**src/core/readout_cfg.svh**
```systemverilog
// Register indices, field positions, reset values and fixed counts for readout-mode control.
// Assumes byte address = register index * 4 on a 32-bit AXI4-Lite bus.
`ifndef READOUT_CFG_SVH
`define READOUT_CFG_SVH
`define IDX_CTX_B 10'h020
`define IDX_CTX_A 10'h021
`define IDX_SHOW 10'h022
`define IDX_CTX_SEL 10'h0f2
`define IDX_WIN_COL 10'h040
`define IDX_WIN_ROW 10'h041
`define IDX_BLANK 10'h042
`define IDX_STATUS 10'h043
`define RM_BINNING 15
`define RM_ZOOM_EN 13
`define RM_ZOOM_LO 11
`define RM_ONE_ADC 10
`define RM_SHOW_BORDER 9
`define RM_OVERSIZE 8
`define RM_CSKIP_EN 7
`define RM_CSKIP_LO 5
`define RM_RSKIP_EN 4
`define RM_RSKIP_LO 2
`define RM_MIRROR_COL 1
`define RM_MIRROR_ROW 0
`define SHOW_DARK36 10
`define CTX_SEL_BIT 3
`define CTX_A_RST 16'h0490
`define CTX_B_RST 16'h0000
`define SHOW_RST 16'h0107
`define CTX_SEL_RST 16'h0000
`define WIN_COL_RST 32'h0640_0000
`define WIN_ROW_RST 32'h04b0_0000
`define BLANK_RST 32'h0008_0040
`define BORDER_PIX 16'h0004
`define BORDER_EXTRA 16'h0008
`define DARK_FIRST 16'h0004
`define DARK_N20 16'h0014
`define DARK_N36 16'h0024
`define DARK_N40 16'h0028
`define AXI_OKAY 2'b00
`define AXI_SLVERR 2'b10
`endif

```
**src/core/readout_pkg.sv**
```systemverilog
// Types shared by the readout-mode control block.
// Assumes readout_cfg.svh supplies the numeric constants.
package readout_pkg;
   typedef enum logic [1:0] {
      ST_VBLANK = 2'b00,
      ST_HBLANK = 2'b01,
      ST_ACTIVE = 2'b11,
      ST_ZROW = 2'b10
   } scan_state_e;

   typedef struct packed {
      logic fv;
      logic lv;
      logic [9:0] data;
   } pix_beat_s;

   typedef struct packed {
      logic [2:0] zlog;
      logic one_adc;
      logic show;
      logic oversize;
      logic [2:0] clog;
      logic [2:0] rlog;
      logic mir_c;
      logic mir_r;
      logic binning;
   } read_mode_s;
endpackage

```
**src/core/pixel_readout_mode_control.sv**
```systemverilog
// Readout-mode control: context registers over AXI4-Lite, frame/line timing, pixel stream.
// Assumes a pixel array that returns arr_data combinationally for arr_row/arr_col.
// Functional notes
// - With zoom enabled, zoom code 00/01/10/11 gives 2x/4x/8x/16x magnification.
// - Context B single-converter bit clear runs full speed; set halves the pixel rate.
// - Context A has the same single-converter option and it resets to one.
// - Border enabled but not shown adds eight rows of vertical and eight pixels of horizontal blanking.
// - Border enabled and shown stretches frame-valid by eight rows and line-valid by eight pixels.
// - Oversize with the border shown puts a four-pixel border round the array, adding eight rows and columns.
// - Each context's column-skip enable picks skipped or normal readout, only for the selected context.
// - Column-skip code 00 gives 2x, 01 gives 4x, 10 and 11 give 8x.
// - Row-skip code 00 gives 2x and 01 gives 4x; the higher codes give 8x and 16x.
// - The context-select bit applies context A when 0 and context B when 1.
// - Column mirror reads from start plus size down to start plus one, else start upward.
// - Row mirror reads from start plus size down to start plus one, else start upward.
// - Dark-column bit reads 36 columns from index 4 when set, 20 when clear, all 40 in binning.
// - Zoom keeps the pixel rate, holds each pixel for the factor and adds factor-1 zero rows.
//
// Added by the designer: the AXI4-Lite slave port.
`timescale 1ns/10ps
`include "readout_cfg.svh"
module pixel_readout_mode_control #(
   parameter int ADDR_W = 12
) (
   // Clock and reset
   input wire logic aclk,
   input wire logic aresetn,
   // AXI4-Lite write address and data
   input wire logic [11:0] s_axi_awaddr,
   input wire logic s_axi_awvalid,
   output logic s_axi_awready,
   input wire logic [31:0] s_axi_wdata,
   input wire logic [3:0] s_axi_wstrb,
   input wire logic s_axi_wvalid,
   output logic s_axi_wready,
   // AXI4-Lite write response
   output logic [1:0] s_axi_bresp,
   output logic s_axi_bvalid,
   input wire logic s_axi_bready,
   // AXI4-Lite read
   input wire logic [11:0] s_axi_araddr,
   input wire logic s_axi_arvalid,
   output logic s_axi_arready,
   output logic [31:0] s_axi_rdata,
   output logic [1:0] s_axi_rresp,
   output logic s_axi_rvalid,
   input wire logic s_axi_rready,
   // Pixel array
   output logic [ADDR_W-1:0] arr_row,
   output logic [ADDR_W-1:0] arr_col,
   input wire logic [9:0] arr_data,
   output logic dark_rd,
   output logic [7:0] dark_col,
   // Pixel stream to output timing
   output logic pix_valid,
   output readout_pkg::pix_beat_s pix_beat,
   input wire logic pix_ready
);
   import readout_pkg::*;

   if (ADDR_W < 11 || ADDR_W > 16) begin : g_chk
      $error("ADDR_W must cover the array and stay within 16 bits");
   end

   logic [15:0] ctx_a_q, ctx_b_q, show_q, ctx_sel_q;
   logic [31:0] win_col_q, win_row_q, blank_q;
   logic [11:0] aw_addr_q;
   logic [31:0] w_data_q;
   logic [3:0] w_strb_q;
   logic aw_got_q, w_got_q;
   logic [15:0] frame_cnt_q;
   read_mode_s cfg_q, cfg_live, cfg_use;
   scan_state_e st_q;
   logic vline_q, pace_q, last_row_q, ctx_q;
   logic [15:0] tcnt_q, hb_len, ndark;
   logic [11:0] vrow_q, vb_rows;
   logic [3:0] hold_q, zrem_q, zmax;
   logic pace_ok, adv, buf_ready, hb_phase, line_phase, hb_end, line_end, fs;
   logic col_load, col_step, row_load, row_step, col_last, row_last;
   logic hidden;
   pix_beat_s beat;

   function automatic logic [31:0] merge(input logic [31:0] old, input logic [31:0] wd, input logic [3:0] be);
      logic [31:0] r;
      r = old;
      for (int i = 0; i < 4; i++) begin
         if (be[i]) begin
            r[i*8 +: 8] = wd[i*8 +: 8];
         end
      end
      return r;
   endfunction

   // Write side: address and data taken in either order, answered once both are held
   always_ff @(posedge aclk) begin
      if (!aresetn) begin
         aw_got_q <= 1'b0;
         aw_addr_q <= 12'h000;
      end else if (s_axi_awvalid && s_axi_awready) begin
         aw_got_q <= 1'b1;
         aw_addr_q <= s_axi_awaddr;
      end else if (aw_got_q && w_got_q && !s_axi_bvalid) begin
         aw_got_q <= 1'b0;
      end
   end

   always_ff @(posedge aclk) begin
      if (!aresetn) begin
         w_got_q <= 1'b0;
         w_data_q <= 32'h0000_0000;
         w_strb_q <= 4'h0;
      end else if (s_axi_wvalid && s_axi_wready) begin
         w_got_q <= 1'b1;
         w_data_q <= s_axi_wdata;
         w_strb_q <= s_axi_wstrb;
      end else if (aw_got_q && w_got_q && !s_axi_bvalid) begin
         w_got_q <= 1'b0;
      end
   end

   always_ff @(posedge aclk) begin
      if (!aresetn) begin
         s_axi_awready <= 1'b0;
         s_axi_wready <= 1'b0;
      end else begin
         s_axi_awready <= !aw_got_q && !(s_axi_awvalid && s_axi_awready) && !s_axi_bvalid;
         s_axi_wready <= !w_got_q && !(s_axi_wvalid && s_axi_wready) && !s_axi_bvalid;
      end
   end

   always_ff @(posedge aclk) begin
      if (!aresetn) begin
         ctx_a_q <= `CTX_A_RST;
         ctx_b_q <= `CTX_B_RST;
         show_q <= `SHOW_RST;
         ctx_sel_q <= `CTX_SEL_RST;
         win_col_q <= `WIN_COL_RST;
         win_row_q <= `WIN_ROW_RST;
         blank_q <= `BLANK_RST;
         s_axi_bvalid <= 1'b0;
         s_axi_bresp <= `AXI_OKAY;
      end else if (aw_got_q && w_got_q && !s_axi_bvalid) begin
         s_axi_bvalid <= 1'b1;
         s_axi_bresp <= `AXI_OKAY;
         unique case (aw_addr_q[11:2])
            `IDX_CTX_A: ctx_a_q <= 16'(merge({16'h0000, ctx_a_q}, w_data_q, w_strb_q & 4'h3));
            `IDX_CTX_B: ctx_b_q <= 16'(merge({16'h0000, ctx_b_q}, w_data_q, w_strb_q & 4'h3));
            `IDX_SHOW: show_q <= 16'(merge({16'h0000, show_q}, w_data_q, w_strb_q & 4'h3));
            `IDX_CTX_SEL: ctx_sel_q <= 16'(merge({16'h0000, ctx_sel_q}, w_data_q, w_strb_q & 4'h3));
            `IDX_WIN_COL: win_col_q <= merge(win_col_q, w_data_q, w_strb_q);
            `IDX_WIN_ROW: win_row_q <= merge(win_row_q, w_data_q, w_strb_q);
            `IDX_BLANK: blank_q <= merge(blank_q, w_data_q, w_strb_q);
            default: s_axi_bresp <= `AXI_SLVERR;
         endcase
      end else if (s_axi_bvalid && s_axi_bready) begin
         s_axi_bvalid <= 1'b0;
      end
   end

   // Read side: one read at a time, data one cycle after the address is taken
   always_ff @(posedge aclk) begin
      if (!aresetn) begin
         s_axi_arready <= 1'b0;
         s_axi_rvalid <= 1'b0;
         s_axi_rdata <= 32'h0000_0000;
         s_axi_rresp <= `AXI_OKAY;
      end else if (s_axi_arvalid && s_axi_arready) begin
         s_axi_arready <= 1'b0;
         s_axi_rvalid <= 1'b1;
         s_axi_rresp <= `AXI_OKAY;
         unique case (s_axi_araddr[11:2])
            `IDX_CTX_A: s_axi_rdata <= {16'h0000, ctx_a_q};
            `IDX_CTX_B: s_axi_rdata <= {16'h0000, ctx_b_q};
            `IDX_SHOW: s_axi_rdata <= {16'h0000, show_q};
            `IDX_CTX_SEL: s_axi_rdata <= {16'h0000, ctx_sel_q};
            `IDX_WIN_COL: s_axi_rdata <= win_col_q;
            `IDX_WIN_ROW: s_axi_rdata <= win_row_q;
            `IDX_BLANK: s_axi_rdata <= blank_q;
            `IDX_STATUS: s_axi_rdata <= {frame_cnt_q, ndark[7:0], 3'b000, ctx_q, st_q, 1'b0, st_q != ST_VBLANK};
            default: begin
               s_axi_rdata <= 32'h0000_0000;
               s_axi_rresp <= `AXI_SLVERR;
            end
         endcase
      end else if (s_axi_rvalid && s_axi_rready) begin
         s_axi_rvalid <= 1'b0;
      end else begin
         s_axi_arready <= !s_axi_rvalid;
      end
   end

   // Live decode of the selected context; shared fields always come from the context B word
   always_comb begin
      logic [15:0] rm;
      rm = ctx_sel_q[`CTX_SEL_BIT] ? ctx_b_q : ctx_a_q;
      cfg_live.zlog = ctx_b_q[`RM_ZOOM_EN] ? {1'b0, ctx_b_q[`RM_ZOOM_LO +: 2]} + 3'd1 : 3'd0;
      cfg_live.one_adc = rm[`RM_ONE_ADC];
      cfg_live.show = ctx_b_q[`RM_SHOW_BORDER];
      cfg_live.oversize = ctx_b_q[`RM_OVERSIZE];
      if (!rm[`RM_CSKIP_EN]) begin
         cfg_live.clog = 3'd0;
      end else if (rm[`RM_CSKIP_LO + 1]) begin
         cfg_live.clog = 3'd3;
      end else begin
         cfg_live.clog = {2'b00, rm[`RM_CSKIP_LO]} + 3'd1;
      end
      cfg_live.rlog = rm[`RM_RSKIP_EN] ? {1'b0, rm[`RM_RSKIP_LO +: 2]} + 3'd1 : 3'd0;
      cfg_live.mir_c = ctx_b_q[`RM_MIRROR_COL];
      cfg_live.mir_r = ctx_b_q[`RM_MIRROR_ROW];
      cfg_live.binning = rm[`RM_BINNING];
   end

   // Frame start uses the fresh settings in the same cycle they are latched
   assign cfg_use = fs ? cfg_live : cfg_q;

   always_ff @(posedge aclk) begin
      if (!aresetn) begin
         cfg_q <= '0;
         cfg_q.one_adc <= 1'(`CTX_A_RST >> `RM_ONE_ADC);
         ctx_q <= 1'b0;
         frame_cnt_q <= 16'h0000;
      end else if (fs) begin
         cfg_q <= cfg_live;
         ctx_q <= ctx_sel_q[`CTX_SEL_BIT];
         frame_cnt_q <= frame_cnt_q + 16'h0001;
      end
   end

   // Single converter: the readout divider only lets every other cycle through
   always_ff @(posedge aclk) begin
      if (!aresetn) begin
         pace_q <= 1'b0;
      end else begin
         pace_q <= !pace_q;
      end
   end

   assign pace_ok = !cfg_q.one_adc || pace_q;
   assign adv = pace_ok && buf_ready;

   assign hidden = cfg_q.oversize && !cfg_q.show;
   assign ndark = cfg_q.binning ? `DARK_N40 : (show_q[`SHOW_DARK36] ? `DARK_N36 : `DARK_N20);
   assign hb_len = ((blank_q[15:0] > ndark) ? blank_q[15:0] : ndark) + (hidden ? `BORDER_EXTRA : 16'h0000);
   assign vb_rows = ((blank_q[27:16] == 12'h000) ? 12'h001 : blank_q[27:16])
      + 12'(hidden ? `BORDER_EXTRA : 16'h0000);
   assign zmax = 4'((5'd1 << cfg_q.zlog) - 5'd1);

   assign hb_phase = (st_q == ST_HBLANK) || (st_q == ST_VBLANK && !vline_q);
   assign line_phase = !hb_phase;
   assign hb_end = hb_phase && (tcnt_q == hb_len - 16'h0001);
   assign line_end = line_phase && (hold_q == zmax) && col_last;
   assign fs = adv && st_q == ST_VBLANK && line_end && (vrow_q == vb_rows - 12'h001);
   assign col_load = adv && hb_end;
   assign col_step = adv && line_phase && (hold_q == zmax);
   assign row_load = fs;
   assign row_step = adv && st_q == ST_ACTIVE && line_end && !row_last;

   always_ff @(posedge aclk) begin
      if (!aresetn) begin
         st_q <= ST_VBLANK;
         vline_q <= 1'b0;
         tcnt_q <= 16'h0000;
         vrow_q <= 12'h000;
         hold_q <= 4'h0;
         zrem_q <= 4'h0;
         last_row_q <= 1'b0;
      end else if (adv) begin
         if (hb_phase) begin
            tcnt_q <= hb_end ? 16'h0000 : tcnt_q + 16'h0001;
         end
         if (line_phase) begin
            hold_q <= (hold_q == zmax) ? 4'h0 : hold_q + 4'h1;
         end
         unique case (st_q)
            ST_VBLANK: begin
               if (hb_end) begin
                  vline_q <= 1'b1;
               end else if (line_end) begin
                  vline_q <= 1'b0;
                  if (fs) begin
                     vrow_q <= 12'h000;
                     st_q <= ST_HBLANK;
                  end else begin
                     vrow_q <= vrow_q + 12'h001;
                  end
               end
            end
            ST_HBLANK: begin
               if (hb_end) begin
                  st_q <= (zrem_q != 4'h0) ? ST_ZROW : ST_ACTIVE;
               end
            end
            ST_ACTIVE: begin
               if (line_end) begin
                  last_row_q <= row_last;
                  zrem_q <= zmax;
                  st_q <= (zmax == 4'h0 && row_last) ? ST_VBLANK : ST_HBLANK;
               end
            end
            ST_ZROW: begin
               if (line_end) begin
                  zrem_q <= zrem_q - 4'h1;
                  st_q <= (zrem_q == 4'h1 && last_row_q) ? ST_VBLANK : ST_HBLANK;
               end
            end
         endcase
      end
   end

   // Dark columns are fetched at the head of each horizontal blank
   always_ff @(posedge aclk) begin
      if (!aresetn) begin
         dark_rd <= 1'b0;
         dark_col <= 8'h00;
      end else if (adv) begin
         dark_rd <= hb_phase && (tcnt_q < ndark);
         dark_col <= 8'(`DARK_FIRST + tcnt_q);
      end
   end

   scan_counter #(.W(ADDR_W)) u_col (
      .aclk(aclk),
      .aresetn(aresetn),
      .load(col_load),
      .step(col_step),
      .start(win_col_q[ADDR_W-1:0]),
      .size(win_col_q[16 +: ADDR_W]),
      .skip_log(cfg_use.clog),
      .border(cfg_use.oversize && cfg_use.show),
      .mirror(cfg_use.mir_c),
      .addr_q(arr_col),
      .last(col_last)
   );

   scan_counter #(.W(ADDR_W)) u_row (
      .aclk(aclk),
      .aresetn(aresetn),
      .load(row_load),
      .step(row_step),
      .start(win_row_q[ADDR_W-1:0]),
      .size(win_row_q[16 +: ADDR_W]),
      .skip_log(cfg_use.rlog),
      .border(cfg_use.oversize && cfg_use.show),
      .mirror(cfg_use.mir_r),
      .addr_q(arr_row),
      .last(row_last)
   );

   // One beat per pixel clock; zoom blank rows carry line-valid with zero data
   always_comb begin
      beat.fv = st_q != ST_VBLANK;
      beat.lv = st_q == ST_ACTIVE || st_q == ST_ZROW;
      beat.data = (st_q == ST_ACTIVE) ? arr_data : 10'h000;
   end

   // The whole engine stalls while the buffer is full, so no beat is lost
   pix_buffer #(.W($bits(pix_beat_s))) u_buf (
      .aclk(aclk),
      .aresetn(aresetn),
      .in_valid(pace_ok),
      .in_data(beat),
      .in_ready(buf_ready),
      .out_valid(pix_valid),
      .out_data(pix_beat),
      .out_ready(pix_ready)
   );
endmodule // pixel_readout_mode_control

```
**src/core/pix_buffer.sv**
```systemverilog
// Two-entry buffer with valid/ready on both sides; output comes from the head flop.
// Assumes one clock and a synchronous active-low reset.
`timescale 1ns/10ps
module pix_buffer #(
   parameter int W = 12
) (
   // Clock and reset
   input wire logic aclk,
   input wire logic aresetn,
   // Filling side
   input wire logic in_valid,
   input wire logic [W-1:0] in_data,
   output logic in_ready,
   // Draining side
   output logic out_valid,
   output logic [W-1:0] out_data,
   input wire logic out_ready
);
   logic [W-1:0] spare_q;
   logic spare_v_q;
   logic push;
   logic pop;

   if (W < 1) begin : g_chk
      $error("pix_buffer width must be positive");
   end

   // Ready only while the spare slot is free, so a stall never drops a word
   assign in_ready = !spare_v_q;
   assign push = in_valid && in_ready;
   assign pop = out_valid && out_ready;

   always_ff @(posedge aclk) begin
      if (!aresetn) begin
         out_valid <= 1'b0;
         out_data <= '0;
         spare_v_q <= 1'b0;
         spare_q <= '0;
      end else if (!out_valid || pop) begin
         if (spare_v_q) begin
            out_data <= spare_q;
            out_valid <= 1'b1;
            spare_v_q <= 1'b0;
         end else begin
            out_data <= in_data;
            out_valid <= push;
         end
      end else if (push) begin
         spare_q <= in_data;
         spare_v_q <= 1'b1;
      end
   end
endmodule // pix_buffer

```
**src/core/scan_counter.sv**
```systemverilog
// Address walker for one array axis: window, border, skip factor and direction.
// Assumes start and size are settled whenever load is pulsed.
`timescale 1ns/10ps
`include "readout_cfg.svh"
module scan_counter #(
   parameter int W = 12
) (
   // Clock and reset
   input wire logic aclk,
   input wire logic aresetn,
   // Control
   input wire logic load,
   input wire logic step,
   input wire logic [W-1:0] start,
   input wire logic [W-1:0] size,
   input wire logic [2:0] skip_log,
   input wire logic border,
   input wire logic mirror,
   // Position
   output logic [W-1:0] addr_q,
   output logic last
);
   logic [W-1:0] left_q;
   logic [W-1:0] ext;
   logic [W-1:0] span;
   logic [W-1:0] count;
   logic [W-1:0] stride;

   if (W < 8 || W > 16) begin : g_chk
      $error("scan_counter width out of range");
   end

   assign ext = border ? W'(`BORDER_PIX) : '0;
   assign span = size + ext + ext;
   assign count = ((span >> skip_log) == '0) ? W'(1) : (span >> skip_log);
   assign stride = W'(1) << skip_log;
   assign last = (left_q == '0);

   always_ff @(posedge aclk) begin
      if (!aresetn) begin
         addr_q <= '0;
         left_q <= '0;
      end else if (load) begin
         addr_q <= mirror ? start + size + ext : start - ext;
         left_q <= count - W'(1);
      end else if (step && !last) begin
         addr_q <= mirror ? addr_q - stride : addr_q + stride;
         left_q <= left_q - W'(1);
      end
   end
endmodule // scan_counter

```
**config.mk**
```make
export PLATFORM = sky130hd
export DESIGN_NAME = pixel_readout_mode_control
export DESIGN_NICKNAME = d
export VERILOG_FILES = /design/src/core/readout_pkg.sv /design/src/core/pixel_readout_mode_control.sv /design/src/core/pix_buffer.sv /design/src/core/scan_counter.sv
export VERILOG_INCLUDE_DIRS = /design/src /design/src/core
export SDC_FILE = /design/constraint.sdc
export NUM_CORES = 1
export LEC_CHECK = 0
export BUFFER_PORTS_ARGS = -buffer_cell sky130_fd_sc_hd__buf_2
export CORE_MARGIN = 5
export CORE_UTILIZATION = 38
export DETAILED_ROUTE_END_ITERATION = 10
export PLACE_DENSITY = 0.58
export RECOVER_POWER = 100
export SLEW_MARGIN = 20
export SYNTH_ARGS = -nofsm -noshare
export SYNTH_HDL_FRONTEND = slang
export SYNTH_SLANG_ARGS = --single-unit
```
**constraint.sdc**
```tcl
create_clock -name aclk -period 11.1 [get_ports aclk]
set_input_delay 2.22 -clock aclk [delete_from_list [all_inputs] [get_ports aclk]]
set_output_delay 2.22 -clock aclk [all_outputs]
set_load 0.005 [all_outputs]
```
==> impl_metrics.ini <==
[status]
violations = max-capacitance violations, max-slew violations
status = complete, but fails checks

[clock_network]
cts_buffers = 46
clkSinkCount = 403
cts_resized = 0
cts_max_level = 2
clk_latency_ps = 610
postCtsSetupBuffers = 0
cts_tree = done
clock-root-buffer = clkbuf_16
clk_pin_slew_worst_paths_ps = 60
cts_hold_buf = 0
clockBufferDepth = 3

[placed_design]
dp_hpwl_mm = 56.58
gp_congestion = 0.9045
dp_slack_ps = 2522
port_buffers = 158

[yosys]
synthCells = 3018
ys_types = 101
synth_top_area_cell = dfxtp_1
synth_edf_count = 0
postSynthAreaPerCell_sq_um = 7.897
synth_top_area_share_pct = 33.85
syn_area_sq_um = 23830
netlist_top_cells_area = dfxtp_1 34%, nand2_1 7.9%, ha_1 6.4%
synth_flop_cell = dfxtp_1
ys_ff_latch = 403
yosys_warnings = 0
synthArstFlopShare_pct = 0
ys_seq_area_share_pct = 33.85

[job]
max-cap-violations = 6

[grt]
grt_pass1_vias = 21890
grt_overflow = 0
grt_usage_pct = 22.28
grt_max_degree = 133
antenna_found_initial = 0
grt_pass1_wl_mm = 122.5

[route]
drt_iter0_markers = 1888
via_per_inst = 5.617
wl_per_cell_microns = 19.62
ant_nets = 0
wl_mm = 77.38
drc = 0
vias = 22150
first_pass_iters = 8

[sta]
setup_viol_count_final = 0
max_slew_margin_pct = -177.0
drv_slew = 287
period_needed_ps = 9417
clock_skew_ps = 55.58
worst_pin_slew_ps = 4155
final.period_utilization_pct = 84.83
max_freq_mhz = 106.2
final.setup.tns_ps = 0
fin_ws_ps = 1683
hold_viol = 0
rsz0062_at_grt = false

[layout]
utilization_pct = 43.00
final_common_cell = nand2_1
diodes = 0
final_cell_mix = 503 x nand2_1, 403 x dfxtp_1, 329 x nor2_1
drive_gt1_share_pct = 8.628
area_delta_synth_final_pct = 11.74
nets = 3282

[pwr]
power.leakage_nw = 10.78
power-per-cell-area_nw_per_um2 = 118.1
total_power_mw = 3.145
vdd_drop_max_uv = 123.8

[setup_path]
crit_required_ps = 11540
cpPeakStageDelay_ps = 1130
start_kind = flip-flop
path_class = reg -> reg
cp-end-kind = flip-flop
critPathMaxFanout = 24
critPathArrivalTime_ps = 9860
critPathSlowestCell = xor2_1
crit_path_frequent_cell = ha_1

[floorplan]
die_h_microns = 260.4
core-area_sq_um = 61940
io_pins = 165
rows = 91
start_util_pct = 38.48
die-area_sq_um = 67830
die_w_microns = 260.4

[min_path]
hold_class = reg -> reg
[flip-flops by register name (all words and copies together) (netlist names), 15 cells and up]
register	flops
w_data_q	32
tcnt_q	16
s_axi_rdata	32
frame_cnt_q	16
ctx_b_q	16
ctx_a_q	16
win_col_q	32
cfg_q	15
blank_q	32
ctx_sel_q	16
win_row_q	32
show_q	16
[worst paths after layout]
check / startpoint / end / slack [ps] / cells after the start
worst min register to register: pace_q / pace_q / 400 / 1
worst max-delay path: blank_q[25] / u_row.addr_q[11] / 1680 / 33
worst max register to register: blank_q[25] / u_row.addr_q[11] / 1680 / 33
worst min-delay path: pace_q / pace_q / 400 / 1
[worst max-delay path: cells and delay by family (launching register included)]
family                     cells  cell delay, ps
AOI/OAI and AO/OA             13            2380
adders and majority gates      4            1180
DFF                            1             360
and+or+nand+nor               12            3870
xor gates and xnor gates       3            1390
buffers and inverters          1             100
[kinds of logic after synthesis]
kind of cell | Yosys count | share of synthesized area, %
and+or+nand+nor | 1202 | 22.95
other | 1 | 0.01573
muxes | 160 | 6.951
DFF | 403 | 33.85
adders and majority gates | 130 | 7.077
xor gates and xnor gates | 161 | 5.948
buffers and inverters | 273 | 4.473
AOI/OAI and AO/OA | 688 | 18.74
[cell type report]
class | instances | area (sq um)
clock buffer | 63 | 1285
clock inverter | 17 | 277.8
fill | 6277 | 35310
inverter | 98 | 375.4
multi-input combinational | 2343 | 14700
sequential | 403 | 8068
tap | 837 | 1047
timing repair buffer | 182 | 879.6
[routing by layer]
metal / part of all wire (%) / GRT usage (%)
met3: 5.4 / 2.854
met2: 47 / 38.13
met4: 3.4 / 7.529
met5: 0 / 0
met1: 44 / 29.11
[power breakdown]
group | switching (mW) | internal (mW) | leakage, nW
registers | 0.0186 | 1.46 | 3.25
clock network | 0.642 | 0.931 | 0.761
logic | 0.0644 | 0.0285 | 6.76
total | 0.725 | 2.42 | 10.8
[per-stage QoR]
step	cell area (sq um)	cells	hold slack, ps
floorplan	23840	3019	383.5
global placement	25230	3863	390.6
detailed placement	25230	3863	393.3
CTS	26790	3943	400.8
global route	26630	3943	443.9
finish	26630	3943	399.4
[synth_stat cells (all sizes together), types with 12 or more instances]
library cell,n
and3,20
or3,26
o31ai,12
nor4,27
o21a,19
mux2,22
xnor2,92
inv,98
a21boi,12
or2,13
nand2,505
a21oi,265
nor2b,19
and2,16
dfxtp,403
a211oi,58
clkbuf,158
a221oi,12
ha,122
mux2i,138
buf,17
nor3,49
a31oi,12
xor2,69
nand3b,12
o211ai,12
nand4,34
o21bai,19
a22o,21
a21o,18
nor2,331
o21ai,132
nand2b,25
nand3,90
a222oi,31
Power figures use the tool's default switching activity.
